### src/logic/regsem_pkg.sv
// Behaviour
// - write-once field accepts one write per reset
// - write-once lock tracked per byte
// - writing one clears bit, zero no effect
// - writing one sets bit, zero no effect
// - write-only field captures writes, read undefined
// - read-only field ignores software writes
// - done flag updated by hardware on completion
// - hardware may update field independent of software
// - read-as-zero returns zero, ignores writes
// - writing one to must-be-zero faults
// - fault-on-access fields fault per access type
// - registers take reset value on warm reset, cold fields only on power_good
// - unspecified reset digits leave state undefined
// - cold fields survive warm reset, cleared by power_good
// - reset-applied value takes effect at warm reset
// - value field read-only, constant under all conditions
// - per-core register replicated for each core
// - alias address reaches target storage
// - index register selects, data register accesses
// - default strides 1, 16, 4 by space
// - broadcast address writes and reads whole group
package regsem_pkg;
  localparam int ADDR_W = 8;
  localparam int DATA_W = 32;
  localparam int FLD_W  = 8;
  localparam logic [7:0] OFS_CTRL    = 8'h00;
  localparam logic [7:0] OFS_STATUS  = 8'h04;
  localparam logic [7:0] OFS_SETREG  = 8'h08;
  localparam logic [7:0] OFS_WONCE   = 8'h0c;
  localparam logic [7:0] OFS_WONLY   = 8'h10;
  localparam logic [7:0] OFS_OPSTAT  = 8'h14;
  localparam logic [7:0] OFS_VALUE   = 8'h18;
  localparam logic [7:0] OFS_COLD    = 8'h1c;
  localparam logic [7:0] OFS_PEND    = 8'h20;
  localparam logic [7:0] OFS_PERCORE = 8'h24;
  localparam logic [7:0] OFS_ALIAS   = 8'h28;
  localparam logic [7:0] OFS_INDEX   = 8'h2c;
  localparam logic [7:0] OFS_DATA    = 8'h30;
  localparam logic [7:0] OFS_BCAST   = 8'h34;
  localparam logic [7:0] OFS_GPRD    = 8'h38;
  localparam logic [7:0] OFS_GPWR    = 8'h3c;
  localparam logic [7:0] OFS_RANGE   = 8'h40;
  localparam int RANGE_N             = 4;
  // default strides between ranged instances
  localparam int STRIDE_MSR          = 1;
  localparam int STRIDE_CPUID        = 1;
  localparam int STRIDE_APIC         = 16;
  localparam int STRIDE_INDEXED      = 1;
  localparam int STRIDE_OTHER        = 4;
  localparam logic [7:0]  CTRL_RST    = 8'h00;
  localparam logic [7:0]  MBZ_MASK    = 8'hff;
  localparam int          MBZ_LSB     = 8;
  localparam logic [31:0] WONCE_RST   = 32'h0000_0000;
  localparam logic [31:0] COLD_RST    = 32'h0000_0000;
  localparam logic [31:0] PEND_RST    = 32'h0000_0000;
  localparam logic [31:0] WORD_RST    = 32'h0000_0000;
  localparam logic [7:0]  FLD_RST     = 8'h00;
endpackage

### src/logic/regsem_bank.sv
// Decided for this implementation: register access over APB and the placing of the registers.
`timescale 1ns/1ps
module regsem_bank #(
  parameter int          NUM_CORES = 2,
  parameter int          IDX_DEPTH = 16,
  parameter logic [31:0] VALUE_ID  = 32'h0000_0a01  // arbitrary value
) (
  input  wire logic                                     pclk,          // bus clock
  input  wire logic                                     presetn,       // warm reset, low
  input  wire logic                                     power_good,    // cold reset when low
  input  wire logic                                     psel,          // apb select
  input  wire logic                                     penable,       // apb enable
  input  wire logic                                     pwrite,        // apb direction
  input  wire logic [regsem_pkg::ADDR_W-1:0]            paddr,         // apb byte address
  input  wire logic [regsem_pkg::DATA_W-1:0]            pwdata,        // apb write data
  input  wire logic [3:0]                               pstrb,         // apb byte strobes
  input  wire logic [$clog2(NUM_CORES)-1:0]             core_id,       // issuing core
  output logic                                          pready,        // apb ready
  output logic [regsem_pkg::DATA_W-1:0]                 prdata,        // apb read data
  output logic                                          pslverr,       // fault answer
  input  wire logic [regsem_pkg::FLD_W-1:0]             status_event,  // hw sets status bits
  input  wire logic [regsem_pkg::FLD_W-1:0]             set_clear,     // hw clears set bits
  input  wire logic                                     op_done,       // operation complete
  output logic [regsem_pkg::FLD_W-1:0]                  ctrl_out,      // control field
  output logic [regsem_pkg::FLD_W-1:0]                  set_out,       // write-one-set field
  output logic [regsem_pkg::DATA_W-1:0]                 wonce_out,     // write-once word
  output logic [regsem_pkg::DATA_W-1:0]                 cmd_out,       // write-only command
  output logic                                          op_start,      // command pulse
  output logic [regsem_pkg::DATA_W-1:0]                 applied_out,   // active applied value
  output logic [regsem_pkg::DATA_W-1:0]                 cold_out,      // cold field
  output logic                                          gp_fault       // fault pulse
);
  localparam int CORE_W = $clog2(NUM_CORES);
  localparam int IDX_W  = $clog2(IDX_DEPTH);

  logic [7:0]  ctrl_reg;
  logic [7:0]  status_reg;
  logic [7:0]  setbits_reg;
  logic [31:0] wonce_reg;
  logic [3:0]  lock_reg;
  logic [31:0] cmd_reg;
  logic        start_reg;
  logic        done_reg;
  logic [31:0] cold_reg;
  logic [31:0] pend_reg;
  logic [31:0] active_reg;
  logic        applied_reg;
  logic [31:0] percore_reg [NUM_CORES];
  logic [31:0] range_reg [regsem_pkg::RANGE_N];
  logic [IDX_W-1:0] index_reg;
  logic [31:0] idx_mem [IDX_DEPTH];
  logic [31:0] gprd_reg;
  logic [31:0] gpwr_reg;
  logic [31:0] prdata_reg;
  logic        fault_reg;
  logic [31:0] bcast_rd;
  logic [31:0] rd_next;
  logic        hit;
  logic        fault;
  logic        wr;
  logic        acc;

  function automatic logic [31:0] merge(input logic [31:0] old, input logic [31:0] nw,
                                        input logic [3:0] strb);
    logic [31:0] r;
    r = old;
    for (int b = 0; b < 4; b++) begin
      if (strb[b]) begin
        r[8*b +: 8] = nw[8*b +: 8];
      end
    end
    return r;
  endfunction

  // index of a ranged instance at the default stride, or -1 when outside
  function automatic int range_idx(input logic [7:0] a);
    int d;
    d = int'(a) - int'(regsem_pkg::OFS_RANGE);
    if (d >= 0 && d < regsem_pkg::RANGE_N * regsem_pkg::STRIDE_OTHER &&
        (d % regsem_pkg::STRIDE_OTHER) == 0) begin
      return d / regsem_pkg::STRIDE_OTHER;
    end
    return -1;
  endfunction

  function automatic logic is_ctrl(input logic [7:0] a);
    return a == regsem_pkg::OFS_CTRL || a == regsem_pkg::OFS_ALIAS;
  endfunction

  assign acc = psel & penable;
  assign wr  = acc & pwrite & ~fault;

  always_comb begin
    hit = 1'b1;
    case (paddr)
      regsem_pkg::OFS_CTRL, regsem_pkg::OFS_STATUS, regsem_pkg::OFS_SETREG,
      regsem_pkg::OFS_WONCE, regsem_pkg::OFS_WONLY, regsem_pkg::OFS_OPSTAT,
      regsem_pkg::OFS_VALUE, regsem_pkg::OFS_COLD, regsem_pkg::OFS_PEND,
      regsem_pkg::OFS_PERCORE, regsem_pkg::OFS_ALIAS, regsem_pkg::OFS_INDEX,
      regsem_pkg::OFS_DATA, regsem_pkg::OFS_BCAST, regsem_pkg::OFS_GPRD,
      regsem_pkg::OFS_GPWR: hit = 1'b1;
      default: hit = (range_idx(paddr) >= 0);
    endcase
  end

  // faults block the update entirely
  always_comb begin
    fault = ~hit;
    if (pwrite && is_ctrl(paddr) && pstrb[1] &&
        (pwdata[regsem_pkg::MBZ_LSB +: 8] & regsem_pkg::MBZ_MASK) != 8'h00) begin
      fault = 1'b1;
    end
    if (!pwrite && paddr == regsem_pkg::OFS_GPRD) begin
      fault = 1'b1;
    end
    if (pwrite && paddr == regsem_pkg::OFS_GPWR) begin
      fault = 1'b1;
    end
  end

  assign pready   = 1'b1;
  assign pslverr  = acc & fault;
  assign prdata   = prdata_reg;
  assign gp_fault = fault_reg;

  always_ff @(posedge pclk or negedge presetn) begin
    if (!presetn) begin
      fault_reg <= 1'b0;
    end else begin
      fault_reg <= acc & fault;
    end
  end

  // control: low byte read-write, next byte must be zero, rest read as zero
  always_ff @(posedge pclk or negedge presetn) begin
    if (!presetn) begin
      ctrl_reg <= regsem_pkg::CTRL_RST;
    end else if (wr && is_ctrl(paddr) && pstrb[0]) begin
      ctrl_reg <= pwdata[7:0];
    end
  end

  // set wins over clear so an event in the clearing cycle survives
  always_ff @(posedge pclk or negedge presetn) begin
    if (!presetn) begin
      status_reg <= regsem_pkg::FLD_RST;
    end else if (wr && paddr == regsem_pkg::OFS_STATUS && pstrb[0]) begin
      status_reg <= (status_reg & ~pwdata[7:0]) | status_event;
    end else begin
      status_reg <= status_reg | status_event;
    end
  end

  always_ff @(posedge pclk or negedge presetn) begin
    if (!presetn) begin
      setbits_reg <= regsem_pkg::FLD_RST;
    end else if (wr && paddr == regsem_pkg::OFS_SETREG && pstrb[0]) begin
      setbits_reg <= (setbits_reg & ~set_clear) | pwdata[7:0];
    end else begin
      setbits_reg <= setbits_reg & ~set_clear;
    end
  end

  // write-once: each byte locks on its own first write
  always_ff @(posedge pclk or negedge presetn) begin
    if (!presetn) begin
      wonce_reg <= regsem_pkg::WONCE_RST;
      lock_reg  <= 4'h0;
    end else if (wr && paddr == regsem_pkg::OFS_WONCE) begin
      wonce_reg <= merge(wonce_reg, pwdata, pstrb & ~lock_reg);
      lock_reg  <= lock_reg | pstrb;
    end
  end

  always_ff @(posedge pclk or negedge presetn) begin
    if (!presetn) begin
      cmd_reg   <= regsem_pkg::WORD_RST;
      start_reg <= 1'b0;
    end else begin
      start_reg <= wr && paddr == regsem_pkg::OFS_WONLY;
      if (wr && paddr == regsem_pkg::OFS_WONLY) begin
        cmd_reg <= merge(cmd_reg, pwdata, pstrb);
      end
    end
  end

  // completion wins over a new start in the same cycle
  always_ff @(posedge pclk or negedge presetn) begin
    if (!presetn) begin
      done_reg <= 1'b0;
    end else if (op_done) begin
      done_reg <= 1'b1;
    end else if (start_reg) begin
      done_reg <= 1'b0;
    end
  end

  // cold domain: only power_good clears it
  always_ff @(posedge pclk or negedge power_good) begin
    if (!power_good) begin
      cold_reg <= regsem_pkg::COLD_RST;
      pend_reg <= regsem_pkg::PEND_RST;
    end else if (wr && paddr == regsem_pkg::OFS_COLD) begin
      cold_reg <= merge(cold_reg, pwdata, pstrb);
    end else if (wr && paddr == regsem_pkg::OFS_PEND) begin
      pend_reg <= merge(pend_reg, pwdata, pstrb);
    end
  end

  // pending value is loaded in the first cycle after a warm reset release
  always_ff @(posedge pclk or negedge presetn) begin
    if (!presetn) begin
      active_reg  <= regsem_pkg::WORD_RST;
      applied_reg <= 1'b0;
    end else if (!applied_reg) begin
      active_reg  <= pend_reg;
      applied_reg <= 1'b1;
    end
  end

  always_ff @(posedge pclk or negedge presetn) begin
    if (!presetn) begin
      for (int c = 0; c < NUM_CORES; c++) begin
        percore_reg[c] <= regsem_pkg::WORD_RST;
      end
    end else if (wr && paddr == regsem_pkg::OFS_PERCORE && int'(core_id) < NUM_CORES) begin
      percore_reg[core_id] <= merge(percore_reg[core_id], pwdata, pstrb);
    end
  end

  genvar gi;
  generate
    for (gi = 0; gi < regsem_pkg::RANGE_N; gi++) begin : g_range
      always_ff @(posedge pclk or negedge presetn) begin
        if (!presetn) begin
          range_reg[gi] <= regsem_pkg::WORD_RST;
        end else if (wr && range_idx(paddr) == gi) begin
          range_reg[gi] <= merge(range_reg[gi], pwdata, pstrb);
        end
      end
    end
  endgenerate

  always_ff @(posedge pclk or negedge presetn) begin
    if (!presetn) begin
      index_reg <= '0;
    end else if (wr && paddr == regsem_pkg::OFS_INDEX && pstrb[0]) begin
      index_reg <= pwdata[IDX_W-1:0];
    end
  end

  // indexed storage has no reset: contents are undefined after any reset
  always_ff @(posedge pclk) begin
    if (wr && paddr == regsem_pkg::OFS_DATA) begin
      idx_mem[index_reg] <= merge(idx_mem[index_reg], pwdata, pstrb);
    end else if (wr && paddr == regsem_pkg::OFS_BCAST) begin
      for (int i = 0; i < IDX_DEPTH; i++) begin
        idx_mem[i] <= merge(idx_mem[i], pwdata, pstrb);
      end
    end
  end

  // group read folds all entries so one read sees the whole set
  always_comb begin
    bcast_rd = '0;
    for (int i = 0; i < IDX_DEPTH; i++) begin
      bcast_rd = bcast_rd | idx_mem[i];
    end
  end

  always_ff @(posedge pclk or negedge presetn) begin
    if (!presetn) begin
      gprd_reg <= regsem_pkg::WORD_RST;
    end else if (wr && paddr == regsem_pkg::OFS_GPRD) begin
      gprd_reg <= merge(gprd_reg, pwdata, pstrb);
    end
  end

  assign gpwr_reg = {24'h000000, status_reg};

  always_comb begin
    rd_next = '0;
    case (paddr)
      regsem_pkg::OFS_CTRL:    rd_next = {24'h000000, ctrl_reg};
      regsem_pkg::OFS_ALIAS:   rd_next = {24'h000000, ctrl_reg};
      regsem_pkg::OFS_STATUS:  rd_next = {24'h000000, status_reg};
      regsem_pkg::OFS_SETREG:  rd_next = {24'h000000, setbits_reg};
      regsem_pkg::OFS_WONCE:   rd_next = wonce_reg;
      regsem_pkg::OFS_WONLY:   rd_next = '0;
      regsem_pkg::OFS_OPSTAT:  rd_next = {27'h0000000, lock_reg, done_reg};
      regsem_pkg::OFS_VALUE:   rd_next = VALUE_ID;
      regsem_pkg::OFS_COLD:    rd_next = cold_reg;
      regsem_pkg::OFS_PEND:    rd_next = pend_reg;
      regsem_pkg::OFS_PERCORE: begin
        if (int'(core_id) < NUM_CORES) begin
          rd_next = percore_reg[core_id];
        end
      end
      regsem_pkg::OFS_INDEX:   rd_next = {{(32-IDX_W){1'b0}}, index_reg};
      regsem_pkg::OFS_DATA:    rd_next = idx_mem[index_reg];
      regsem_pkg::OFS_BCAST:   rd_next = bcast_rd;
      regsem_pkg::OFS_GPWR:    rd_next = gpwr_reg;
      default: begin
        if (range_idx(paddr) >= 0) begin
          rd_next = range_reg[range_idx(paddr)];
        end
      end
    endcase
  end

  // read data captured in setup so the zero-wait access sees a flop
  always_ff @(posedge pclk or negedge presetn) begin
    if (!presetn) begin
      prdata_reg <= regsem_pkg::WORD_RST;
    end else if (psel && !penable && !pwrite) begin
      prdata_reg <= rd_next;
    end
  end

  assign ctrl_out    = ctrl_reg;
  assign set_out     = setbits_reg;
  assign wonce_out   = wonce_reg;
  assign cmd_out     = cmd_reg;
  assign op_start    = start_reg;
  assign applied_out = active_reg;
  assign cold_out    = cold_reg;

  a_w1c_clear: assert property (@(posedge pclk) disable iff (!presetn)
    (wr && paddr == regsem_pkg::OFS_STATUS && pstrb[0] && status_event == 8'h00)
    |=> status_reg == ($past(status_reg) & ~$past(pwdata[7:0])))
    else $error("write-one-clear did not clear");

  a_w1s_set: assert property (@(posedge pclk) disable iff (!presetn)
    (wr && paddr == regsem_pkg::OFS_SETREG && pstrb[0] && set_clear == 8'h00)
    |=> setbits_reg == ($past(setbits_reg) | $past(pwdata[7:0])))
    else $error("write-one-set wrong");

  a_wonce_lock: assert property (@(posedge pclk) disable iff (!presetn)
    (wr && paddr == regsem_pkg::OFS_WONCE && lock_reg[0])
    |=> wonce_reg[7:0] == $past(wonce_reg[7:0]))
    else $error("locked byte changed");

  a_mbz_fault: assert property (@(posedge pclk) disable iff (!presetn)
    (acc && pwrite && is_ctrl(paddr) && pstrb[1] && pwdata[regsem_pkg::MBZ_LSB +: 8] != 8'h00)
    |-> pslverr ##1 (gp_fault && $stable(ctrl_reg)))
    else $error("must-be-zero write not faulted");

  a_gp_read: assert property (@(posedge pclk) disable iff (!presetn)
    (acc && !pwrite && paddr == regsem_pkg::OFS_GPRD) |-> pslverr)
    else $error("fault on read missing");

  a_done_flag: assert property (@(posedge pclk) disable iff (!presetn)
    op_done |=> done_reg)
    else $error("done flag not set");

  a_done_clear: assert property (@(posedge pclk) disable iff (!presetn)
    (start_reg && !op_done) |=> !done_reg)
    else $error("done flag not cleared by start");

  a_value_const: assert property (@(posedge pclk) disable iff (!presetn)
    (psel && !penable && !pwrite && paddr == regsem_pkg::OFS_VALUE) |=> prdata == VALUE_ID)
    else $error("value field wrong");

  a_alias_same: assert property (@(posedge pclk) disable iff (!presetn)
    (wr && paddr == regsem_pkg::OFS_ALIAS && pstrb[0]) |=> ctrl_out == $past(pwdata[7:0]))
    else $error("alias write missed target");

  a_apply_load: assert property (@(posedge pclk) disable iff (!presetn)
    (presetn && !applied_reg) |=> applied_reg && applied_out == $past(pend_reg))
    else $error("pending value not applied");

  a_pend_hold: assert property (@(posedge pclk) disable iff (!presetn)
    (applied_reg && wr && paddr == regsem_pkg::OFS_PEND) |=> $stable(applied_out))
    else $error("pending value acted early");
endmodule // regsem_bank

### config.mk
export PLATFORM = sky130hd
export DESIGN_NAME = regsem_bank
export DESIGN_NICKNAME = d
export VERILOG_FILES = /design/src/logic/regsem_pkg.sv /design/src/logic/regsem_bank.sv
export SDC_FILE = /design/constraint.sdc
export NUM_CORES = 1
export LEC_CHECK = 0
export BUFFER_PORTS_ARGS = -buffer_cell sky130_fd_sc_hd__buf_4
export CAP_MARGIN = 0
export CORE_MARGIN = 8
export CORE_UTILIZATION = 50
export DETAILED_ROUTE_END_ITERATION = 8
export PLACE_DENSITY = 0.67
export SYNTH_ARGS = -nofsm -noshare
export SYNTH_HDL_FRONTEND = slang
export SYNTH_SLANG_ARGS = --single-unit
### constraint.sdc
create_clock -name pclk -period 2.8 [get_ports pclk]
set_clock_uncertainty 0.15 [all_clocks]
set_input_delay 0 -clock pclk [delete_from_list [all_inputs] [get_ports pclk]]
set_output_delay 0 -clock pclk [all_outputs]
set_load 0.05 [all_outputs]
==> metrics, run 1 <==
status=finished, final reports clean; CTS sink cnt=932; top-count cell post-synth=edfxtp_1; Register-to-Register Path Depth=5; 1st-pass router iterations=6; RSZ-0062 raised after global routing=false; routed len/inst=29.0 um; Worst R2R Start=index_reg[1]; Final Cycle Share=97.2%; #FFs+latches synth=932; DRC=0; vias in the first global route=29,014; mux contribution to synthesized area=19.3%; synth unique cells=82; commonest cells in the synthesized netlist=edfxtp_1 (512), dfrtp_1 (420), mux2_2 (403); Reg clk slew, reported paths=70 ps; Hold Crit Depth=4; global route overflow=0; Die W=302 um; Synth async-reset ratio=45.1%; max reg flops=512; total power per unit cell area=554 nW/um2; core box area=81,500 um2; chip height=302 um; Int Pwr=22.6 mW; Tot GR Track Use=27.7%; Synth Area in XOR/XNOR=0.0429%; syn avg cell area=15.1 um2; fin crit period=2720 ps; CP most frequent cell=buf_12; CTS tree=built; Worst Setup End Kind=flop; gpl congestion=0.960; Final Hold Vio Count=0; Final Max Slew Viols=0; sequential share of power=50.3%; Clk pwr share=44.0%; Psw=6.60 mW; Hold Startpoint=status_event[3]; pin count of the biggest net entering global routing=91; Place WS=-723 ps; initial antenna violation count=2; CP Data Arrival Time=3090 ps; Rows=105; startpoint types=primary input; synthesized instance count=2,698; Initial Util=50.2%; Worst-Skew Late Latency=660 ps; terminus of the critical flop-to-flop path=idx_mem[2][2]; Least-Margin Pin Slew=1050 ps; Critical Path Max Stage Delay=340 ps; Yosys warnings=0; Initial DRC Count=2,902; CTS Buf Count=96; Routed Antenna Nets=0; clock tree buffer depth=3; Clock Root Buffer=clkbuf_16; fill cell count=5,729; CP max-delay cell=mux2_2; synthesized area=40,900 um2; combinational power share=5.7%; sw frac=22.6%; first-pass GRT wire length=189,000 um; adder-cell share of the synthesized area=0.337%; H-Tree Level Count=3; Min Hold Slack=29.9 ps; Rel. slew slack=29.5%; Synth top area share=37.6%; Nets=3,366; simple-gate share of the synthesized area=8.21%; sequential cell area fraction in the yosys report=63.4%; fin util=64.6%; Pleak=20.5 nW; crit path max fanout=8; cell accounting for the most synthesized area=edfxtp_1; setup total negative slack=0 ps; Compound-Gate Fraction of Synth Area=6.69%; HPWL after DPL=89,700 um; commonest register cell after synthesis=edfxtp_1; via total after detailed routing=28,201; number of enable flip-flop cells after synthesis=512; Post-Route WL=128,000 um; IO buf count=246; layout cells sized above 1=42.0%; Ports=248; Vias per Instance=6.36; Hold Path Class=in2reg; hold worst-path end=status_reg[3]; combinational family with the most area after synthesis=multiplexers; IR drop worst, VDD=0.490 mV; area grow syn2layout=28.9%; critical-path cell list=buf_4 > inv_2 > ha_4 > inv_4 > nor2_2 > ha_2 > nand2_2 > or3_1 > ha_1 > nand4b_1 > nor4b_2 > o2111ai_2 > buf_12 > buf_12 > nor4_4 > buf_6 > mux2_2; Crit path required time=3170 ps; dpl cells=4,163; die area=91,100 um2; Final setup viols=0; reg2reg setup slack=100 ps; number of max-cap violations=0; f_max=367 MHz; ranking of synthesized cells by area=edfxtp_1 (38%), dfrtp_1 (26%), mux2_2 (11%); Non-Filler Instances=4,437; Final WS setup=78.9 ps; Setup Crit Path Kind=in2reg
## per-stage QoR
step	power (mW)	cell area (um2)
2_1_floorplan	15.7	42400
6_report	29.2	52600
4_1_cts	29.4	52500
3_5_place_dp	16.5	48500
5_1_grt	29.9	52600
3_3_place_gp	16.5	48500
## layout make-up
cell class              instances  area, um2  area share [%]
repair buffers                676       6620            12.6
multi-input cells            1555      15500            29.5
flip-flops and latches        932      25900            49.2
diodes                          2       5.00         0.00951
inverters                      26        105           0.200
clock buffers                 134       2700            5.12
clock inverters                42        465           0.884
well taps                    1070       1340            2.54
## critical path: cells and delay by family
family                     cells  cell delay (ps)
muxes                          1              340
AOI/OAI and AO/OA              1              200
adders and majority gates      3              620
and+or+nand+nor                6             1170
buffers and inverters          6              750
## kinds of logic (layout without fill, tap and decap cells)
group,count (synthesis),after routing
AND/OR/NAND/NOR,580,580
multiplexers,576,576
XOR/XNOR,2,2
AO/OA/AOI/OAI,384,384
buffers and inverters,212,878
other,1,4
flip-flops,932,932
adder cells (fa/ha/maj),11,11
## worst max-delay path by stage
| stage | from | cells past startpoint | endpoint | slack (ps) |
|---|---|---|---|---|
| 5_1_grt | paddr[7] | 17 | range_reg[54] | 8 |
| 4_1_cts | index_reg[1] | 5 | idx_mem[15][8] | 4 |
| 3_3_place_gp | paddr[7] | 16 | range_reg[112] | -720 |
| 6_report | paddr[7] | 17 | range_reg[52] | 80 |
| 3_5_place_dp | paddr[7] | 16 | range_reg[114] | -720 |
| 2_1_floorplan | paddr[6] | 16 | range_reg[10] | -840 |
## repair_timing
action / 4_1_cts / 5_1_grt
hold buffers: 83 / 0
hold endpoints to repair: 1143 / 0
cloned: 0 / 0
gates resized for setup: 0 / 17
setup endpoints to repair: 10 / 211
pin swaps: 1 / 10
setup buffers: 0 / 13
## routing by layer
| layer | global-route usage (%) | routed length [um] | vias up |
|---|---|---|---|
| li1 | - | - | 11907 |
| met1 | 37.1 | 50900 | 14588 |
| met2 | 44.4 | 60800 | 1413 |
| met3 | 5.54 | 11700 | 293 |
| met4 | 11.4 | 5120 | 0 |
| met5 | 0 | 0 | - |
## cell usage in the layout, fill, tap and decap left out, types with 12 or more instances in the layout
master and count:
or4_1 14, a31oi_1 25, o21ai_0 32, dlygate4sd3_1 82, clkinv_1 12, buf_4 480, a2111oi_0 28, clkbuf_1 24
nand4_1 34, nand2_1 135, mux4_2 128, inv_1 22, mux2_4 66, nor4_1 133, a21oi_4 64, nor3_1 29
clkbuf_16 97, or3_1 15, nand3_1 12, mux2_2 337, mux2i_1 37, dfrtp_1 417, buf_12 104, a22o_1 14
nor2b_1 20, and2_1 24, a21oi_1 33, edfxtp_1 512, a22oi_1 89, nor2_1 66, clkbuf_8 13
## power by group through the flow
stage / Clock [mW] / Combinational, mW / Sequential, mW
after detailed placement: 0 / 1.57 / 14.9
after floorplan: 0 / 0.556 / 15.2
final: 12.8 / 1.67 / 14.7
after global placement: 0 / 1.55 / 14.9
after global routing: 13.5 / 1.76 / 14.7
after CTS: 13.0 / 1.66 / 14.7
Note: power is estimated with default switching activity, not from simulation.
==> run 2, diff against run 1 <==
--- a/config.mk
+++ b/config.mk
@@ -7,10 +7,11 @@
 export LEC_CHECK = 0
 export BUFFER_PORTS_ARGS = -buffer_cell sky130_fd_sc_hd__buf_4
 export CAP_MARGIN = 0
-export CORE_MARGIN = 8
 export CORE_UTILIZATION = 50
+export CTS_CLUSTER_SIZE = 25
 export DETAILED_ROUTE_END_ITERATION = 8
 export PLACE_DENSITY = 0.67
+export REMOVE_ABC_BUFFERS = 1
 export SYNTH_ARGS = -nofsm -noshare
 export SYNTH_HDL_FRONTEND = slang
 export SYNTH_SLANG_ARGS = --single-unit
==> metrics, run 2 (synthesis gave the netlist of run 1 again) <==
fill cell count=5,978 (+4.3%); CTS Buf Count=93 (-3.1%); CTS tree=built; terminus of the critical flop-to-flop path=idx_mem[7][0]; Register-to-Register Path Depth=5 (unchanged); Ports=248 (unchanged); Nets=3,332 (-1.0%); global route overflow=0 (unchanged); crit path max fanout=5 (-3); multi-input logic area=14,300 um2 (-7.7%); Initial DRC Count=3,123 (+7.6%); pin count of the biggest net entering global routing=75 (-18%); Worst-Skew Late Latency=660 ps (about the same); Final setup viols=0 (unchanged); Least-Margin Pin Slew=967 ps (-86.9 ps); Die W=288 um (-4.6%); Final Hold Vio Count=0 (unchanged); area grow syn2layout=23.0%; core box area=80,700 um2 (-0.95%); most frequent cells in the layout=buf_4 (515), edfxtp_1 (512), dfrtp_1 (417), mux2_2 (400), nor4_1 (141); die area=82,800 um2 (-9.1%); chip height=288 um (-4.6%); Post-Layout Inst Area=50,200 um2 (-4.6%); Worst R2R Start=index_reg[1]; Setup Crit Path Kind=in2reg; gpl congestion=0.925 (-3.6%); RSZ-0062 raised after global routing=true; CTS sink cnt=932 (unchanged); Initial Util=50.6% (+0.48 points); max reg flops=512 (unchanged); 1st-pass router iterations=7 (+1); DRC=38 (+38); Hold Path Class=in2reg; layout cells sized above 1=39.5% (-2.5 points); routed len/inst=29.0 um (about the same); failing checks=DRC; Crit path required time=3180 ps (about the same); IO buf count=246 (unchanged); Final Max Slew Viols=0 (unchanged); Routed Antenna Nets=0 (unchanged); first-pass GRT wire length=186,000 um (-1.6%); Tot GR Track Use=30.8% (+3.1 points); fin crit period=2790 ps (+70.5 ps); Clock Root Buffer=clkbuf_16; Rows=104 (-0.95%); HPWL after DPL=88,900 um (-0.82%); Critical Path Max Stage Delay=570 ps (+230 ps); fin util=62.3% (-2.4 points); initial antenna violation count=7 (+5); placed inst area=46,200 um2 (-4.7%); Hold Startpoint=status_event[2]; CP Data Arrival Time=3180 ps (+90 ps); Reg area=25,900 um2 (unchanged); critical-path cell list=buf_6 > inv_4 > ha_4 > inv_2 > nor2_2 > ha_2 > nand2_4 > or3_4 > ha_4 > nor4_4 > a22o_4 > o2111ai_4 > buf_12 > or4_4 > buf_6 > mux2_4; commonest non-fill, non-tap cell in the layout=buf_4; Post-Route WL=127,000 um (-1.1%); Worst Setup End Kind=flop; CP max-delay cell=or4_4; total power per unit cell area=570 nW/um2 (+2.9%); f_max=358 MHz (-2.5%); Place WS=-816 ps (-93.6 ps); startpoint types=primary input; hold worst-path end=status_reg[2]; clock tree buffer depth=3 (unchanged); Pleak=20.0 nW (-2.5%); H-Tree Level Count=3 (unchanged); IR drop worst, VDD=0.517 mV (+5.5%); Min Hold Slack=33.6 ps (+3.75 ps); number of max-cap violations=0 (unchanged); Reg clk slew, reported paths=60 ps (about the same); Vias per Instance=6.35 (-0.14%); Hold Crit Depth=4 (unchanged); status=complete, but fails checks; vias in the first global route=28,288 (-2.5%); via total after detailed routing=27,838 (-1.3%); Rel. slew slack=35.3% (+5.8 points); Final WS setup=8.33 ps (-70.5 ps); reg2reg setup slack=110 ps (about the same); Final Cycle Share=99.7% (+2.5 points)
run 2: changes by cell type in the layout (fill, tap and decap cells not counted), moves of 35 or more:
cell / change
a21oi_1: +61
a21oi_4: -64
buf_12: -70
buf_4: +35
mux2_2: +63
mux2_4: -59
run 2: where the power goes:
group	switching (mW)	internal, mW
clock network	5.41	6.87
logic	1.16	0.556
registers	0.0857	14.6
run 2: timing repair:
item | CTS | global route
endpoints found under the hold margin | 1267 | 0
cloned | 0 | 1
hold buffers | 73 | 0
setup buffers | 1 | 8
gates resized for setup | 6 | 47
setup endpoints to repair | 605 | 758
pin swaps | 0 | 16
run 2: critical path: cells and delay by family:
kind	cells	cell delay, ps
buf+inv	5	560
compound gates	2	350
simple gates	5	1430
mux	1	290
fa+ha+maj	3	530
run 2: how the worst max path moves through the flow:
stage               startpoint       endpoint  cells past startpoint
detailed placement    paddr[6]  wonce_out[21]                     16
global placement      paddr[6]  wonce_out[23]                     16
global route          paddr[6]  wonce_out[21]                     16
CTS                   paddr[6]  range_reg[26]                     17
finish                paddr[6]  wonce_out[21]                     16
floorplan             paddr[0]  idx_mem[0][0]                      4
run 2: layout make-up:
class	instances	share of cell area [%]
Clock inverter	52	1.07
Multi-Input combinational cell	1555	28.5
Clock buffer	115	4.92
Timing Repair Buffer	645	11.1
Sequential cell	932	51.5
Antenna cell	1	0.00498
Tap cell	1060	2.64
Inverter	26	0.204
run 2: metrics by stage:
step                      power [mW]  instances   TNS, ps
after CTS                       28.8       4377         0
final                           28.7       4386         0
after floorplan                 15.6       2513  -4450260
after detailed placement        16.5       4136   -548370
after global placement          16.5       4136   -512370
after global routing            29.4       4386     -85.1
run 2: routing by layer:
metal	global-route usage, %	part of all wire, %	wire, um
met1	42.1	40	51100
met2	49.1	48	60500
met3	5.19	8.0	10200
met4	12.5	4.2	5290
met5	0	0.028	35
